==> src/rtl/mhi_pkg.sv <==
// constants for the multiplier hazard interlock
package mhi_pkg;

	// width of the operation code presented with a memory-access stage request
	localparam int OP_W = 3;

	// operation codes of the instruction sitting in the memory_access_stage
	localparam logic [2:0] OP_PLAIN_MEM       = 3'h0; // ordinary load/store or no multiplier use
	localparam logic [2:0] OP_MULT_ACC_WORD_A = 3'h1; // first memory_access_stage of mult_acc_word
	localparam logic [2:0] OP_MULT_ACC_WORD_B = 3'h2; // second memory_access_stage of mult_acc_word
	localparam logic [2:0] OP_MULT_ACC_LONG_A = 3'h3; // first memory_access_stage of mult_acc_long
	localparam logic [2:0] OP_MULT_ACC_LONG_B = 3'h4; // second memory_access_stage of mult_acc_long
	localparam logic [2:0] OP_SIGNED_WORD_MUL = 3'h5; // signed_word_multiply multiplier access
	localparam logic [2:0] OP_SIGNED_DBL_MUL  = 3'h6; // signed_double_multiply multiplier access

	// width of the multiplier_busy_cycle counter
	localparam int CNT_W = 3;

	// multiplier_busy_cycle counts after the final multiplier access
	localparam logic [2:0] BUSY_CNT_ZERO = 3'h0;
	localparam logic [2:0] BUSY_CNT_ONE  = 3'h1;
	localparam logic [2:0] BUSY_CNT_WORD = 3'h2; // word-sized products
	localparam logic [2:0] BUSY_CNT_LONG = 3'h4; // long and double-length products

endpackage

==> src/rtl/mhi_mult_if.sv <==
// carrier between the interlock control and the multiplier busy tracker
`timescale 1ns/1ps
interface mhi_mult_if;

	logic                     load;     // multiplier access granted this cycle
	logic [mhi_pkg::CNT_W-1:0] load_cnt; // busy cycles the new access occupies
	logic                     busy;     // multiplier still operating
	logic [mhi_pkg::CNT_W-1:0] cnt;      // busy cycles still to run

	modport ctrl  (output load, output load_cnt, input busy, input cnt);
	modport track (input load, input load_cnt, output busy, output cnt);

endinterface

==> src/rtl/mhi_interlock.sv <==
// multiplier hazard interlock for the memory_access_stage and fetch slot
// What this block does
// [RL1] second memory_access_stage of mult_acc_word never waits on leftover multiplier activity
// [RL2] back-to-back mult_acc_word accesses stay in issue order despite fetch contention
// [RL3] second mult_acc_word access colliding with fetch splits the slot as usual
// [RL4] signed_word_multiply reaches the multiplier only through a memory_access_stage grant
// [RL5] signed_word_multiply access waits in one stretched slot until multiplier finishes
// [RL6] with the multiplier idle, signed_word_multiply is granted without stall unless a fetch is owed
// [RL7] signed_word_multiply access colliding with fetch splits the slot
// [RL8] signed_double_multiply access after mult_acc_word is never stalled by busy multiplier
// [RL9] signed_double_multiply access colliding with fetch splits the slot
// [RL10] mult_acc_long keeps multiplier busy four cycles after its final access
// [RL11] decode after mult_acc_long is held back exactly one slot
// [RL12] mult_acc_word keeps multiplier busy two cycles after its second access
`timescale 1ns/1ps
module mhi_interlock
(
	input  wire logic                       I_CLOCK,
	input  wire logic                       I_RESET,
	input  wire logic                       I_MA_REQ,
	input  wire logic [mhi_pkg::OP_W-1:0]   I_MA_OP,
	input  wire logic                       I_IF_REQ,
	output logic                            O_MA_ACK,
	output logic                            O_IF_ACK,
	output logic                            O_MA_WAIT,
	output logic                            O_MULT_START,
	output logic                            O_MULT_BUSY,
	output logic                            O_ID_HOLD
);

	// slot ownership: free, or fetch owed after a split
	typedef enum logic [0:0] {ST_FREE, ST_IF_OWED} mhi_slot_e;

	mhi_slot_e                 slot_reg;
	mhi_slot_e                 slot_next;
	logic                      ma_ack_reg;
	logic                      if_ack_reg;
	logic                      ma_wait_reg;
	logic                      mult_start_reg;
	logic                      id_hold_reg;

	mhi_mult_if mult ();

	// true for operations whose memory_access_stage touches the multiplier
	function automatic logic uses_mult(input logic [mhi_pkg::OP_W-1:0] op);
		return (op == mhi_pkg::OP_MULT_ACC_WORD_B) || (op == mhi_pkg::OP_MULT_ACC_LONG_B) ||
			(op == mhi_pkg::OP_SIGNED_WORD_MUL) || (op == mhi_pkg::OP_SIGNED_DBL_MUL);
	endfunction

	// busy window that a granted multiplier access opens
	function automatic logic [mhi_pkg::CNT_W-1:0] busy_len(input logic [mhi_pkg::OP_W-1:0] op);
		logic [mhi_pkg::CNT_W-1:0] len;
		len = mhi_pkg::BUSY_CNT_WORD;
		if ((op == mhi_pkg::OP_MULT_ACC_LONG_B) || (op == mhi_pkg::OP_SIGNED_DBL_MUL))
			len = mhi_pkg::BUSY_CNT_LONG;
		return len;
	endfunction

	wire ma_new    = I_MA_REQ && !ma_ack_reg;
	wire if_new    = I_IF_REQ && !if_ack_reg;
	wire if_first  = (slot_reg == ST_IF_OWED) && if_new;
	wire op_mult   = uses_mult(I_MA_OP);

	// only signed_word_multiply waits on the running multiplier
	wire mult_wait = ma_new && (I_MA_OP == mhi_pkg::OP_SIGNED_WORD_MUL) && mult.busy; // RL5

	// grant the memory_access_stage unless the multiplier or an owed fetch blocks it
	wire ma_take   = ma_new && !mult_wait && !if_first; // RL1 RL6 RL8 RL2

	// fetch goes when owed, or when no access takes the bus this slot
	wire if_take   = if_new && (if_first || !ma_take); // RL3 RL7 RL9

	// a fetch that lost to an access is owed the following slot
	assign slot_next = (if_new && ma_take) ? ST_IF_OWED : ST_FREE; // RL3 RL7 RL9

	// multiplier access only through a granted memory_access_stage
	assign mult.load     = ma_take && op_mult; // RL4
	assign mult.load_cnt = busy_len(I_MA_OP);  // RL10 RL12

	mhi_busy_tracker u_busy
	(
		.i_clock (I_CLOCK),
		.i_reset (I_RESET),
		.mult    (mult)
	);

	// slot state
	always_ff @(posedge I_CLOCK or posedge I_RESET)
	begin
		if (I_RESET)
			slot_reg <= ST_FREE;
		else
			slot_reg <= slot_next;
	end

	// grant and status flops
	always_ff @(posedge I_CLOCK or posedge I_RESET)
	begin
		if (I_RESET)
		begin
			ma_ack_reg     <= 1'b0;
			if_ack_reg     <= 1'b0;
			ma_wait_reg    <= 1'b0;
			mult_start_reg <= 1'b0;
		end
		else
		begin
			ma_ack_reg     <= ma_take;
			if_ack_reg     <= if_take;
			ma_wait_reg    <= mult_wait; // RL5
			mult_start_reg <= mult.load; // RL4
		end
	end

	// decode held one slot after the final mult_acc_long access
	always_ff @(posedge I_CLOCK or posedge I_RESET)
	begin
		if (I_RESET)
			id_hold_reg <= 1'b0;
		else
			id_hold_reg <= ma_take && (I_MA_OP == mhi_pkg::OP_MULT_ACC_LONG_B); // RL11
	end

	// outputs straight from flops
	assign O_MA_ACK     = ma_ack_reg;
	assign O_IF_ACK     = if_ack_reg;
	assign O_MA_WAIT    = ma_wait_reg;
	assign O_MULT_START = mult_start_reg;
	assign O_MULT_BUSY  = mult.busy;
	assign O_ID_HOLD    = id_hold_reg;
endmodule // mhi_interlock

==> src/rtl/mhi_busy_tracker.sv <==
// multiplier busy window counter
`timescale 1ns/1ps
module mhi_busy_tracker
(
	input  wire logic i_clock,
	input  wire logic i_reset,
	mhi_mult_if.track mult
);

	logic [mhi_pkg::CNT_W-1:0] cnt_reg;
	logic [mhi_pkg::CNT_W-1:0] cnt_next;
	logic                      busy_reg;

	// a new access restarts the window, otherwise count down to idle
	assign cnt_next = mult.load ? mult.load_cnt :
		(cnt_reg != mhi_pkg::BUSY_CNT_ZERO) ? cnt_reg - mhi_pkg::BUSY_CNT_ONE : mhi_pkg::BUSY_CNT_ZERO;

	// busy flag is its own flop so the top output stays registered
	always_ff @(posedge i_clock or posedge i_reset)
	begin
		if (i_reset)
		begin
			cnt_reg  <= mhi_pkg::BUSY_CNT_ZERO;
			busy_reg <= 1'b0;
		end
		else
		begin
			cnt_reg  <= cnt_next;
			busy_reg <= (cnt_next != mhi_pkg::BUSY_CNT_ZERO);
		end
	end

	assign mult.cnt  = cnt_reg;
	assign mult.busy = busy_reg;
endmodule // mhi_busy_tracker

==> config.mk <==
export PLATFORM = sky130hd
export DESIGN_NAME = mhi_interlock
export DESIGN_NICKNAME = d
export VERILOG_FILES = /design/src/rtl/mhi_pkg.sv /design/src/rtl/mhi_mult_if.sv /design/src/rtl/mhi_interlock.sv /design/src/rtl/mhi_busy_tracker.sv
export SDC_FILE = /design/constraint.sdc
export NUM_CORES = 1
export LEC_CHECK = 0
export BUFFER_PORTS_ARGS = -buffer_cell sky130_fd_sc_hd__buf_2
export CAP_MARGIN = 10
export CORE_AREA = 4 4 41 43
export DETAILED_ROUTE_END_ITERATION = 10
export DIE_AREA = 0 0 45 47
export GPL_TIMING_DRIVEN = 0
export HOLD_SLACK_MARGIN = 0.03
export PLACE_DENSITY_LB_ADDON = 0.3
export SYNTH_ARGS = -nofsm -noshare
export SYNTH_HDL_FRONTEND = slang
export SYNTH_SLANG_ARGS = --single-unit
==> constraint.sdc <==
create_clock -name I_CLOCK -period 2.9 [get_ports I_CLOCK]
set_input_delay 0.435 -clock I_CLOCK [delete_from_list [all_inputs] [get_ports I_CLOCK]]
set_output_delay 0.435 -clock I_CLOCK [all_outputs]
set_load 0.005 [all_outputs]
## Word level (Yosys, flattened, before mapping)

Cells that the tools add are included.

- Equality and inequality tests: 4
- Multiplexer cells: 4
- Add/sub/neg operators: 1
- Reductions and logical operators: 23

Operators with widths:

| cell | count |
|---|---|
| $logic_and 1x1->1 | 11 |
| $eq 3x3->1 const B | 3 |
| $mux 3 | 3 |
| $reduce_bool 3->1 | 2 |
| $logic_not 1->1 | 5 |
| $logic_or 1x1->1 | 5 |
| $eq 3x2->1 const B | 1 |
| $sub 3x1->3 const B | 1 |
| $mux 1 | 1 |

- Logic and storage cells: 40
- Bits of input ports: 7
- Output and inout port bits: 6
- Register bits after elaboration: 10

## Logic depth before layout (Yosys ltp)

Gate-level depths: netlist (run 1).

- Word-level depth: 10
- Mapped depth: 4
- Gate-level depth less buffers: 4

## Cells and area by module

Synthesis (run 1) repeated with hierarchy kept, for this count alone.

- Cells, all modules: 39
- Area, all modules: 461.7 um^2

By module, submodules not included:

| module | area each (um^2) | cells each | times used | seq. area each (um^2) |
|---|---|---|---|---|
| mhi_interlock | 259.0 | 21 | 1 | 150.1 |
| mhi_busy_tracker | 202.7 | 18 | 1 | 100.1 |

## Worst setup path after synthesis (run 1)

No wires, ideal clock.

- Kind: input port to flip-flop
- Start: input I_MA_OP[1] (netlist bit)
- End: register u_busy.cnt_reg (netlist bit u_busy.mult.cnt[2])
- Path buffers: 0
- Cell stages on the path: 4
- Setup slack: 1,727 ps
- Data required time: 2,769 ps
- Data arrival time: 1,042 ps
- Library setup time: 131 ps
- Cell sequence: nand2b_4 nor2_2 a311oi_1 or3_1

- Word-level cells in the longest chain between the ends: 8
- Elaborated cells between the ends (all ways): 16
- Those cells by class: eq/ne (4); mux (2); reduce/logical (10)

RTL lines:

| what | RTL line | source |
|---|---|---|
| start, declared | mhi_interlock.sv:21 | `input wire logic [mhi_pkg::OP_W-1:0] I_MA_OP,` |
| $eq 3x3->1 | mhi_interlock.sv:47, mhi_interlock.sv:65 |  |
| $logic_and 1x1->1 (2 in series) | mhi_interlock.sv:65 | `wire mult_wait = ma_new && (I_MA_OP == mhi_pkg::OP_SIGNED_WORD_MUL) && mult.busy;` |
| $logic_not 1->1 | mhi_interlock.sv:68 | `wire ma_take = ma_new && !mult_wait && !if_first;` |
| $logic_and 1x1->1 (2 in series) | mhi_interlock.sv:68 |  |
| $logic_and 1x1->1 | mhi_interlock.sv:77 | `assign mult.load = ma_take && op_mult;` |
| $mux 3 (*) | mhi_busy_tracker.sv:15 | `assign cnt_next = mult.load ? mult.load_cnt :` |
| via u_busy.cnt_next, one bit | mhi_busy_tracker.sv:11 | `logic [mhi_pkg::CNT_W-1:0] cnt_next;` |
| end signal, assigned | mhi_busy_tracker.sv:23 | `cnt_reg <= mhi_pkg::BUSY_CNT_ZERO;` |
| end signal, assigned | mhi_busy_tracker.sv:28 | `cnt_reg <= cnt_next;` |
| end, declared | mhi_busy_tracker.sv:10 | `logic [mhi_pkg::CNT_W-1:0] cnt_reg;` |

Mark *: on every way through the listed nets, which the timed path passes. The rest lies on a longest branch.

## Worst setup path in the final report (run 1)

- Start: register u_busy.busy_reg (netlist: u_busy.mult.busy)
- End: output O_MULT_BUSY

RTL lines:

| what | RTL line | source |
|---|---|---|
| start, declared | mhi_busy_tracker.sv:12 | `logic busy_reg;` |
| start signal, assigned | mhi_busy_tracker.sv:29 | `busy_reg <= (cnt_next != mhi_pkg::BUSY_CNT_ZERO);` |
| end, declared | mhi_interlock.sv:27 | `output logic O_MULT_BUSY,` |

No word-level cell between the ends.

==> results.cfg, run 1 <==
[cts]
post_cts.resized_instances = 0
cts_max_path_buffers = 2
cts_tree = done
clk_latency_ns = 0.26
cts_made_buffers = 3
cts_num_sinks = 10
clock_transition_at_the_registers_of_the_reported_paths_ns = 0.07
cts_hold_buffers = 0
cts.repair_timing.setup_buffer_count = 0
clock_tree.root_cell = clkbuf_4
h_tree_levels = 1

[timing]
worst_slew_pin_slew_ns = 0.3836
setup_viol = 0
period_share = 0.4336
clock-skew-final_ns = 0.002696
tightest_hold_margin_ns = 0.1372
max_freq_mhz = 795.2
slew_viol_final = 0
min_period_ns = 1.258
timing.setup.tns_ns = 0
rsz0062_at_grt = false
hold_viol_final = 0
max_slew_margin = 0.7440

[global_routing]
pin_count_of_the_biggest_net_entering_global_routing = 11
grt_pass1_wl_mm = 1.248
grtUsageTotal = 0.08626
grt_pass1_vias = 317
grt_antenna_before_repair = 0
grt-ovfl-total = 0

[logic_synthesis]
share_of_flip_flops_with_an_asynchronous_set_or_reset_after_synthesis = 1.000
yosys_warnings = 0
count_of_flip_flops_with_a_built_in_enable_after_synthesis = 0
yosys-top-cells-area = dfrtp_1 55%, nand3b_4 4.4%, a311oi_1 3.9%, nor2_1 3.3%, nand2b_4 3.0%
seq_area_frac_synth = 0.5510
syn_inst = 41
yosys-top-cells-count = 10 x dfrtp_1, 4 x nor2_1, 3 x inv_1
postSynthAreaPerCell_um2 = 11.08
synthesis.area_um2 = 454.2
synth.largest_area_cell = dfrtp_1
synth.distinct_cells = 21
synthFlopType = dfrtp_1
post-synth-top-count-cell = dfrtp_1
synth_top_cell_area_share = 0.5510
ys_seq_elements = 10
syn-num-nets = 48

[drt]
dr_wl_met3_um = 77
met2_length_um = 377
drt-wirelength-per-cell_um = 11.60
dr.first_iter.drc_count = 3
drt_pass1_iterations = 4
top_signal_layer_used = met3
post-route-drc-count = 0
route.layer.met1.wl_um = 381
post_drt_via_cell_ratio = 4.819
wl_um = 835
routed-via-count = 347
drtAntennaViolNets = 0

[run]
max_cap_violations = 0

[place]
postPlaceCellArea_um2 = 533.0
placed_cells = 68
hpwl_reported_at_the_end_of_detailed_placement_um = 671.3
io_buffers = 12
gpl.final_weighted_congestion = 0.6783

[setup_path]
crit_arrival_ns = 0.82
launching_element_of_the_worst_setup_path = u_busy.mult.busy
r2r-end = u_busy.mult.cnt[2]
critical_path_s_largest_stage_delay_ns = 0.42
critPathKind = flip-flop to primary output
cp_num_buf_inv = 1
critical-path-slowest-cell = dfrtp_1
worstPathRequired_ns = 2.47
crit_end_category = primary output
regToRegStartpoint = u_busy.mult.cnt[1]
timing.critical_path.cells = buf_2
cpLargestDelayFamily = flip-flops
reg2regPathDepth = 3
regToRegSetupSlack_ns = 1.67
cp_num_cells = 1
crit_path_max_fanout = 4
critical_path.startpoint_type = flip-flop

[floorplan]
die-area_um2 = 2115
design.core.area_um2 = 1301
fp-row-count = 13
die_width_um = 45
io_pins = 13
dieHeight_um = 47
initial_utilization = 0.3490

[min_path]
min-delay-path-class = input port to async pin

[final_layout]
antennaDiodeCount = 0
design.final.nets = 65
drive_above_1_share = 0.3509
synthToLayoutAreaGrowth_pct = 25.34
fillers = 132
largest_reg_flops = 3
final_design_area_no_fill_um2 = 569.3
layoutNonFillerInstCount = 72

[power_and_ir_drop]
ir_drop_v = 0.0004311
power_per_cell_area_nw_per_um2 = 695.1
static-leakage-power_nw = 0.3086

[run_status]
outcome = complete, no violations
## cell type report
cell class | count | area [um^2] | area share
clock buffer | 4 | 36.28 | 0.06374
multi-input combinational | 28 | 192.7 | 0.3385
timing repair buffer | 12 | 60.06 | 0.1055
tap | 15 | 18.77 | 0.03297
sequential | 10 | 250.2 | 0.4396
inverter | 3 | 11.26 | 0.01978
## per-stage QoR
step                      worst slack, ns  total power, mW    util
after global placement              1.537           0.2755  0.4096
after global routing                1.585           0.4210  0.4375
final                               1.642           0.3957  0.4375
after detailed placement            1.533           0.2785  0.4096
after CTS                           1.619           0.4050  0.4375
after floorplan                     1.727           0.2438       -
## per-layer routing
layer | global-route usage | vias up
li1 | - | 177
met1 | 0.1009 | 159
met2 | 0.1299 | 11
met3 | 0.06130 | 0
met4 | 0.01754 | 0
met5 | 0 | -
## layout by cell type, fill, tap and decap left out
cell and n:
buf_2 12, dfrtp_1 10, nor2_1 4, inv_1 3, clkbuf_4 3, nand3_1 2
nand2_1 2, a21oi_1 2, o21ai_0 2, nor3_1 2, a311oi_1 2, nand4b_1 1
nor2b_4 1, nor2b_1 1, nand3b_4 1, nand2b_4 1, nor3b_1 1, o31ai_1 1
a22o_1 1, or2b_1 1, nor2_2 1, or3_1 1, nand2b_1 1, clkbuf_8 1
## report_power, final
| group | internal, mW | switching [mW] | leakage, nW |
|---|---|---|---|
| registers | 0.167 | 0.0255 | 0.132 |
| clock network | 0.0762 | 0.0463 | 0.0210 |
| logic | 0.0399 | 0.0407 | 0.156 |
## worst max path at each step
stage | endpoint | slack, ns
after floorplan | u_busy.mult.cnt[2] | 1.73
after global placement | u_busy.mult.cnt[2] | 1.54
after detailed placement | u_busy.mult.cnt[2] | 1.53
after CTS | O_MULT_BUSY | 1.62
after global routing | u_busy.mult.cnt[2] | 1.58
final | O_MULT_BUSY | 1.64
## logic make-up (layout without fill, tap and decap cells)
logic type | count (synthesis) | in the layout | synth area share
simple gates | 20 | 20 | 0.3058
flops | 10 | 10 | 0.5510
compound gates | 8 | 8 | 0.1185
buf+inv | 3 | 19 | 0.02479
No activity file was read; power rests on OpenSTA's default activity.
==> run 2, diff against run 1 <==
==> constraint.sdc (replaced) <==
create_clock -name I_CLOCK -period 1.25 [get_ports I_CLOCK]
set_input_delay 0.1875 -clock I_CLOCK [delete_from_list [all_inputs] [get_ports I_CLOCK]]
set_output_delay 0.1875 -clock I_CLOCK [all_outputs]
set_load 0.005 [all_outputs]
==> run 2 against run 1 <==
  * Die area unchanged
  * Sequential power increased by 130%
  * Sequential cell count unchanged
  * Clock skew about the same
  * Combinational power increased by 140%
  * Sequential share of layout area decreased by 1.4 points
  * Worst setup slack got worse by 1.6 ns
  * Critical path depth increased by 3
  * Hold slack improved by 0.025 ns
  * Clock power increased by 130%
==> results.cfg, run 2 (same netlist as run 1, synthesis figures left out) <==
[timing]
fin_ws_ns = 0.06065
rsz0062_at_grt = false
worst_slew_pin_slew_ns = 0.3830
min_period_ns = 1.189
max_slew_margin = 0.7444
timing.setup.tns_ns = 0
hold_viol_final = 0
slew_viol_final = 0
setup_viol = 0
period_share = 0.9515
max_freq_mhz = 840.8
clock-skew-final_ns = 0.002878

[global_routing]
pin_count_of_the_biggest_net_entering_global_routing = 11
grtUsageTotal = 0.08706
grt_pass1_wl_mm = 1.262
grt_antenna_before_repair = 0
grt-ovfl-total = 0
grt_pass1_vias = 320

[final_layout]
largest_reg_flops = 3
synthToLayoutAreaGrowth_pct = 29.48
drive_above_1_share = 0.3793
fillers = 131
final_design_area_no_fill_um2 = 588.1
multi_input_area_um2 = 201.4
layout_commonest_cell = buf_2
register_area_um2 = 250.2
antennaDiodeCount = 0
design.final.nets = 66
layout_common_cells = 12 x buf_2, 10 x dfrtp_1, 4 x nor2_1

[setup_path]
cp_num_cells = 4
critical_path_s_largest_stage_delay_ns = 0.39
critical_path.startpoint_type = flip-flop
critical-path-slowest-cell = dfrtp_1
crit_path_max_fanout = 5
crit_end_category = flip-flop
worstPathRequired_ns = 1.39
reg2regPathDepth = 4
cp_num_buf_inv = 0
critPathKind = flip-flop to flip-flop
cpLargestDelayFamily = simple AND/OR/NAND/NOR gates
timing.critical_path.cells = nand3b_4, nand3_2, nor2_1, or3_1
crit_arrival_ns = 1.33

[min_path]
min-delay-path-class = input port to flip-flop
timing.hold.worst_path_depth = 2

[run]
max_cap_violations = 0

[floorplan]
design.core.area_um2 = 1301
dieHeight_um = 47
initial_utilization = 0.3490
die_width_um = 45
io_pins = 13
die-area_um2 = 2115
fp-row-count = 13

[drt]
dr.first_iter.drc_count = 2
drtAntennaViolNets = 0
routed-via-count = 365
wl_um = 851
drt-wirelength-per-cell_um = 11.66
post-route-drc-count = 0
drt_pass1_iterations = 4
post_drt_via_cell_ratio = 5.000

[cts]
cts_tree = done
clock_transition_at_the_registers_of_the_reported_paths_ns = 0.07
cts_made_buffers = 3
clock_tree.root_cell = clkbuf_4
cts_max_path_buffers = 2
h_tree_levels = 1
clk_latency_ns = 0.26
cts.repair_timing.setup_buffer_count = 0
cts_num_sinks = 10

[place]
postPlaceCellArea_um2 = 533.0
hpwl_reported_at_the_end_of_detailed_placement_um = 671.3
gpl.final_weighted_congestion = 0.6783
io_buffers = 12
pre_cts_ws_ns = 0.03117

[power_and_ir_drop]
power_per_cell_area_nw_per_um2 = 1575
static-leakage-power_nw = 0.3141
ir_drop_v = 0.001005
totalPowerFinal_mw = 0.9264

[run_status]
outcome = complete, no violations
==> run 2: cell count changes in the layout (fill, tap and decap cells not counted) <==
cell / previous run / this run
a21oi_1: 2 / 1
o21ai_1: 0 / 1
a21oi_2: 0 / 1
dlygate4sd3_1: 0 / 1
nand3_2: 0 / 1
o21ai_0: 2 / 1
nand3_1: 2 / 1
==> run 2: final timing paths <==
path	from	endpoint	slack, ns
worst max-delay path	O_IF_ACK	u_busy.mult.cnt[2]	0.06
worst min-delay path	I_MA_OP[0]	O_ID_HOLD	0.16
worst max register to register	O_IF_ACK	u_busy.mult.cnt[2]	0.06
worst min register to register	u_busy.mult.cnt[0]	u_busy.mult.cnt[0]	0.49
max in group asynchronous	I_RESET	O_MA_ACK	0.54
min in group asynchronous	I_RESET	u_busy.mult.cnt[2]	0.43
==> run 2: layer usage <==
| metal | GRT usage | part of all wire | up-vias |
|---|---|---|---|
| li1 | - | - | 179 |
| met1 | 0.1033 | 0.45 | 173 |
| met2 | 0.1299 | 0.46 | 13 |
| met3 | 0.06130 | 0.092 | 0 |
| met4 | 0.01754 | 0 | 0 |
| met5 | 0 | 0 | - |
==> run 2: final cells by class <==
cell class / instances / share of cell area
repair buffers: 13 / 0.1191
well taps: 15 / 0.03191
multi-input cells: 28 / 0.3426
inverters: 3 / 0.01915
clock buffers: 4 / 0.06170
flip-flops and latches: 10 / 0.4255
==> run 2: through the flow <==
step / cells / utilization / hold WS, ns
after floorplan: 41 / - / 0.02768
after global placement: 68 / 0.4096 / 0.1860
after detailed placement: 68 / 0.4096 / 0.1848
after CTS: 73 / 0.4452 / 0.1587
after global routing: 73 / 0.4519 / 0.1758
final: 73 / 0.4519 / 0.1626
==> run 2: what timing repair did <==
item,4_1_cts,5_1_grt
gates resized for setup,0,3
endpoints found under the hold margin,10,0
setup endpoints to repair,0,3
hold buffers,1,0
==> run 2: power by group <==
part	switching [mW]	leakage (nW)	internal, mW
sequential	0.0605	0.132	0.388
combinational	0.0974	0.161	0.0962
clock	0.108	0.0210	0.177
total	0.266	0.314	0.661
==> run 3, diff against run 2 <==
--- a/config.mk
+++ b/config.mk
@@ -7,9 +7,9 @@
 export LEC_CHECK = 0
 export BUFFER_PORTS_ARGS = -buffer_cell sky130_fd_sc_hd__buf_2
 export CAP_MARGIN = 10
-export CORE_AREA = 4 4 41 43
+export CORE_AREA = 2 2 39 41
 export DETAILED_ROUTE_END_ITERATION = 10
-export DIE_AREA = 0 0 45 47
+export DIE_AREA = 0 0 41 43
 export GPL_TIMING_DRIVEN = 0
 export HOLD_SLACK_MARGIN = 0.03
 export PLACE_DENSITY_LB_ADDON = 0.3
==> constraint.sdc (replaced) <==
create_clock -name I_CLOCK -period 1.25 [get_ports I_CLOCK]
set_input_delay 0.125 -clock I_CLOCK [delete_from_list [all_inputs] [get_ports I_CLOCK]]
set_output_delay 0.125 -clock I_CLOCK [all_outputs]
set_load 0.05 [all_outputs]
==> run 3 against run 2 <==
  * Register-to-register slack about the same
  * Highest routed layer is now met4
  * First-iteration DRC count shrank 50%
  * Fmax grew 0.79%
  * Critical path depth is 1 lower
  * Largest cell class unchanged
  * Final cell count is 2.7% higher
  * Design area is 2.1% higher
  * Via count up 1.6%
  * Combinational power increased by 54%
  * Hold slack worse by 0.067 ns
  * Wire length up 5.2%
  * Clock power rose by 6%
  * Clock skew is 0.00080 ns higher
==> results.cfg, run 3 (same netlist as run 1, synthesis figures left out) <==
[min_path]
min-delay-path-class = input port to flip-flop

[setup_path]
regToRegSetupSlack_ns = 0.07
critical_path.startpoint_type = flip-flop
critical-path-slowest-cell = dfrtp_2
timing.critical_path.cells = nor2b_4, a311oi_1, or3_1
crit_path_max_fanout = 6
critical_path_s_largest_stage_delay_ns = 0.42
cpLargestDelayFamily = simple AND/OR/NAND/NOR gates
cp_num_buf_inv = 0
crit_end_category = flip-flop
crit_arrival_ns = 1.34
critPathKind = flip-flop to flip-flop
worstPathRequired_ns = 1.41

[drt]
drtAntennaViolNets = 0
routed-via-count = 371
post_drt_via_cell_ratio = 4.947
drt_pass1_iterations = 4
met2_length_um = 453
dr.first_iter.drc_count = 1
top_signal_layer_used = met4
wl_um = 895
dr_wl_met3_um = 31
post-route-drc-count = 0
route.layer.met1.wl_um = 385
drt-wirelength-per-cell_um = 11.93

[floorplan]
dieHeight_um = 43
design.core.area_um2 = 1384
initial_utilization = 0.3282
io_pins = 13
die-area_um2 = 1763
die_width_um = 41
fp-row-count = 14

[global_routing]
grtUsageTotal = 0.1434
pin_count_of_the_biggest_net_entering_global_routing = 11
grt_antenna_before_repair = 0
grt_pass1_vias = 387
grt_pass1_wl_mm = 1.662
grt-ovfl-total = 0

[timing]
slew_viol_final = 0
timing.setup.tns_ns = 0
clock-skew-final_ns = 0.003676
min_period_ns = 1.180
period_share = 0.9440
rsz0062_at_grt = false
fin_ws_ns = 0.06998
setup_viol = 0
tightest_hold_margin_ns = 0.09602
max_freq_mhz = 847.4
worst_slew_pin_slew_ns = 0.3788
max_slew_margin = 0.7472
hold_viol_final = 0

[final_layout]
design.final.nets = 67
final_design_area_no_fill_um2 = 600.6
layout_commonest_cell = buf_2
antennaDiodeCount = 0
largest_reg_flops = 3
layout_common_cells = 12 x buf_2, 7 x dfrtp_1, 4 x nor2_1
synthToLayoutAreaGrowth_pct = 32.23
drive_above_1_share = 0.4407

[power_and_ir_drop]
internal_power_mw = 0.6705
combinationalPowerShare = 0.283
netSwitchingPower_mw = 0.3803
power_share_of_the_sequential_group = 0.431
totalPowerFinal_mw = 1.051
power.share.switching = 0.3619
power_per_cell_area_nw_per_um2 = 1750
static-leakage-power_nw = 0.3154
p_clk_frac = 0.286
ir_drop_v = 0.0005125

[cts]
h_tree_levels = 1
clk_latency_ns = 0.27
cts_made_buffers = 3
clock_tree.root_cell = clkbuf_4
cts_max_path_buffers = 2
clock_transition_at_the_registers_of_the_reported_paths_ns = 0.07
cts_tree = done
cts_num_sinks = 10

[place]
pre_cts_ws_ns = 0.04597
hpwl_reported_at_the_end_of_detailed_placement_um = 636.3
gpl.final_weighted_congestion = 0.7685
io_buffers = 12
postPlaceCellArea_um2 = 543.0

[run_status]
outcome = complete, no violations

[run]
max_cap_violations = 0
## run 3: changes by cell type in the layout (fill, tap and decap cells not counted)
cell     previous run  this run
buf_4               0         1
dfrtp_2             0         3
dfrtp_1            10         7
## run 3: power by group through the flow
stage / combinational, mW / sequential, mW / clock (mW)
detailed placement: 0.287 / 0.459 / 0
global route: 0.332 / 0.462 / 0.311
finish: 0.298 / 0.452 / 0.301
global placement: 0.287 / 0.455 / 0
floorplan: 0.121 / 0.548 / 0
CTS: 0.292 / 0.454 / 0.304
## run 3: final timing paths
| kind | from | end | cells past startpoint |
|---|---|---|---|
| max | O_MA_ACK | u_busy.mult.cnt[2] | 3 |
| min | I_MA_OP[0] | O_ID_HOLD | 2 |
| max reg2reg | O_MA_ACK | u_busy.mult.cnt[2] | 3 |
| min reg2reg | u_busy.mult.cnt[0] | u_busy.mult.cnt[0] | 1 |
| max in group asynchronous | I_RESET | O_MA_ACK | 3 |
| min in group asynchronous | I_RESET | O_ID_HOLD | 3 |
## run 3: area by class of cell
type	count	area, um^2
Sequential cell	10	254.0
Inverter	3	11.26
Timing Repair Buffer	14	77.57
Clock buffer	4	36.28
Fill cell	143	783.3
Multi-Input combinational cell	28	201.4
Tap cell	16	20.02
## run 3: timing repair
item,CTS,global route
gates resized for setup,1,1
endpoints found under the hold margin,10,0
hold buffers,1,0
setup endpoints to repair,1,3
buffers inserted,0,1
## run 3: per-stage QoR
step | util | std cells
after floorplan | - | 41
after global placement | 0.3924 | 69
after detailed placement | 0.3924 | 69
after CTS | 0.4259 | 74
after global routing | 0.4340 | 75
final | 0.4340 | 75
## run 3: routing by layer
metal | GRT usage | up-vias
met1 | 0.1879 | 173
met2 | 0.1875 | 11
met5 | 0 | -
li1 | - | 184
met3 | 0.03141 | 3
met4 | 0.1267 | 0
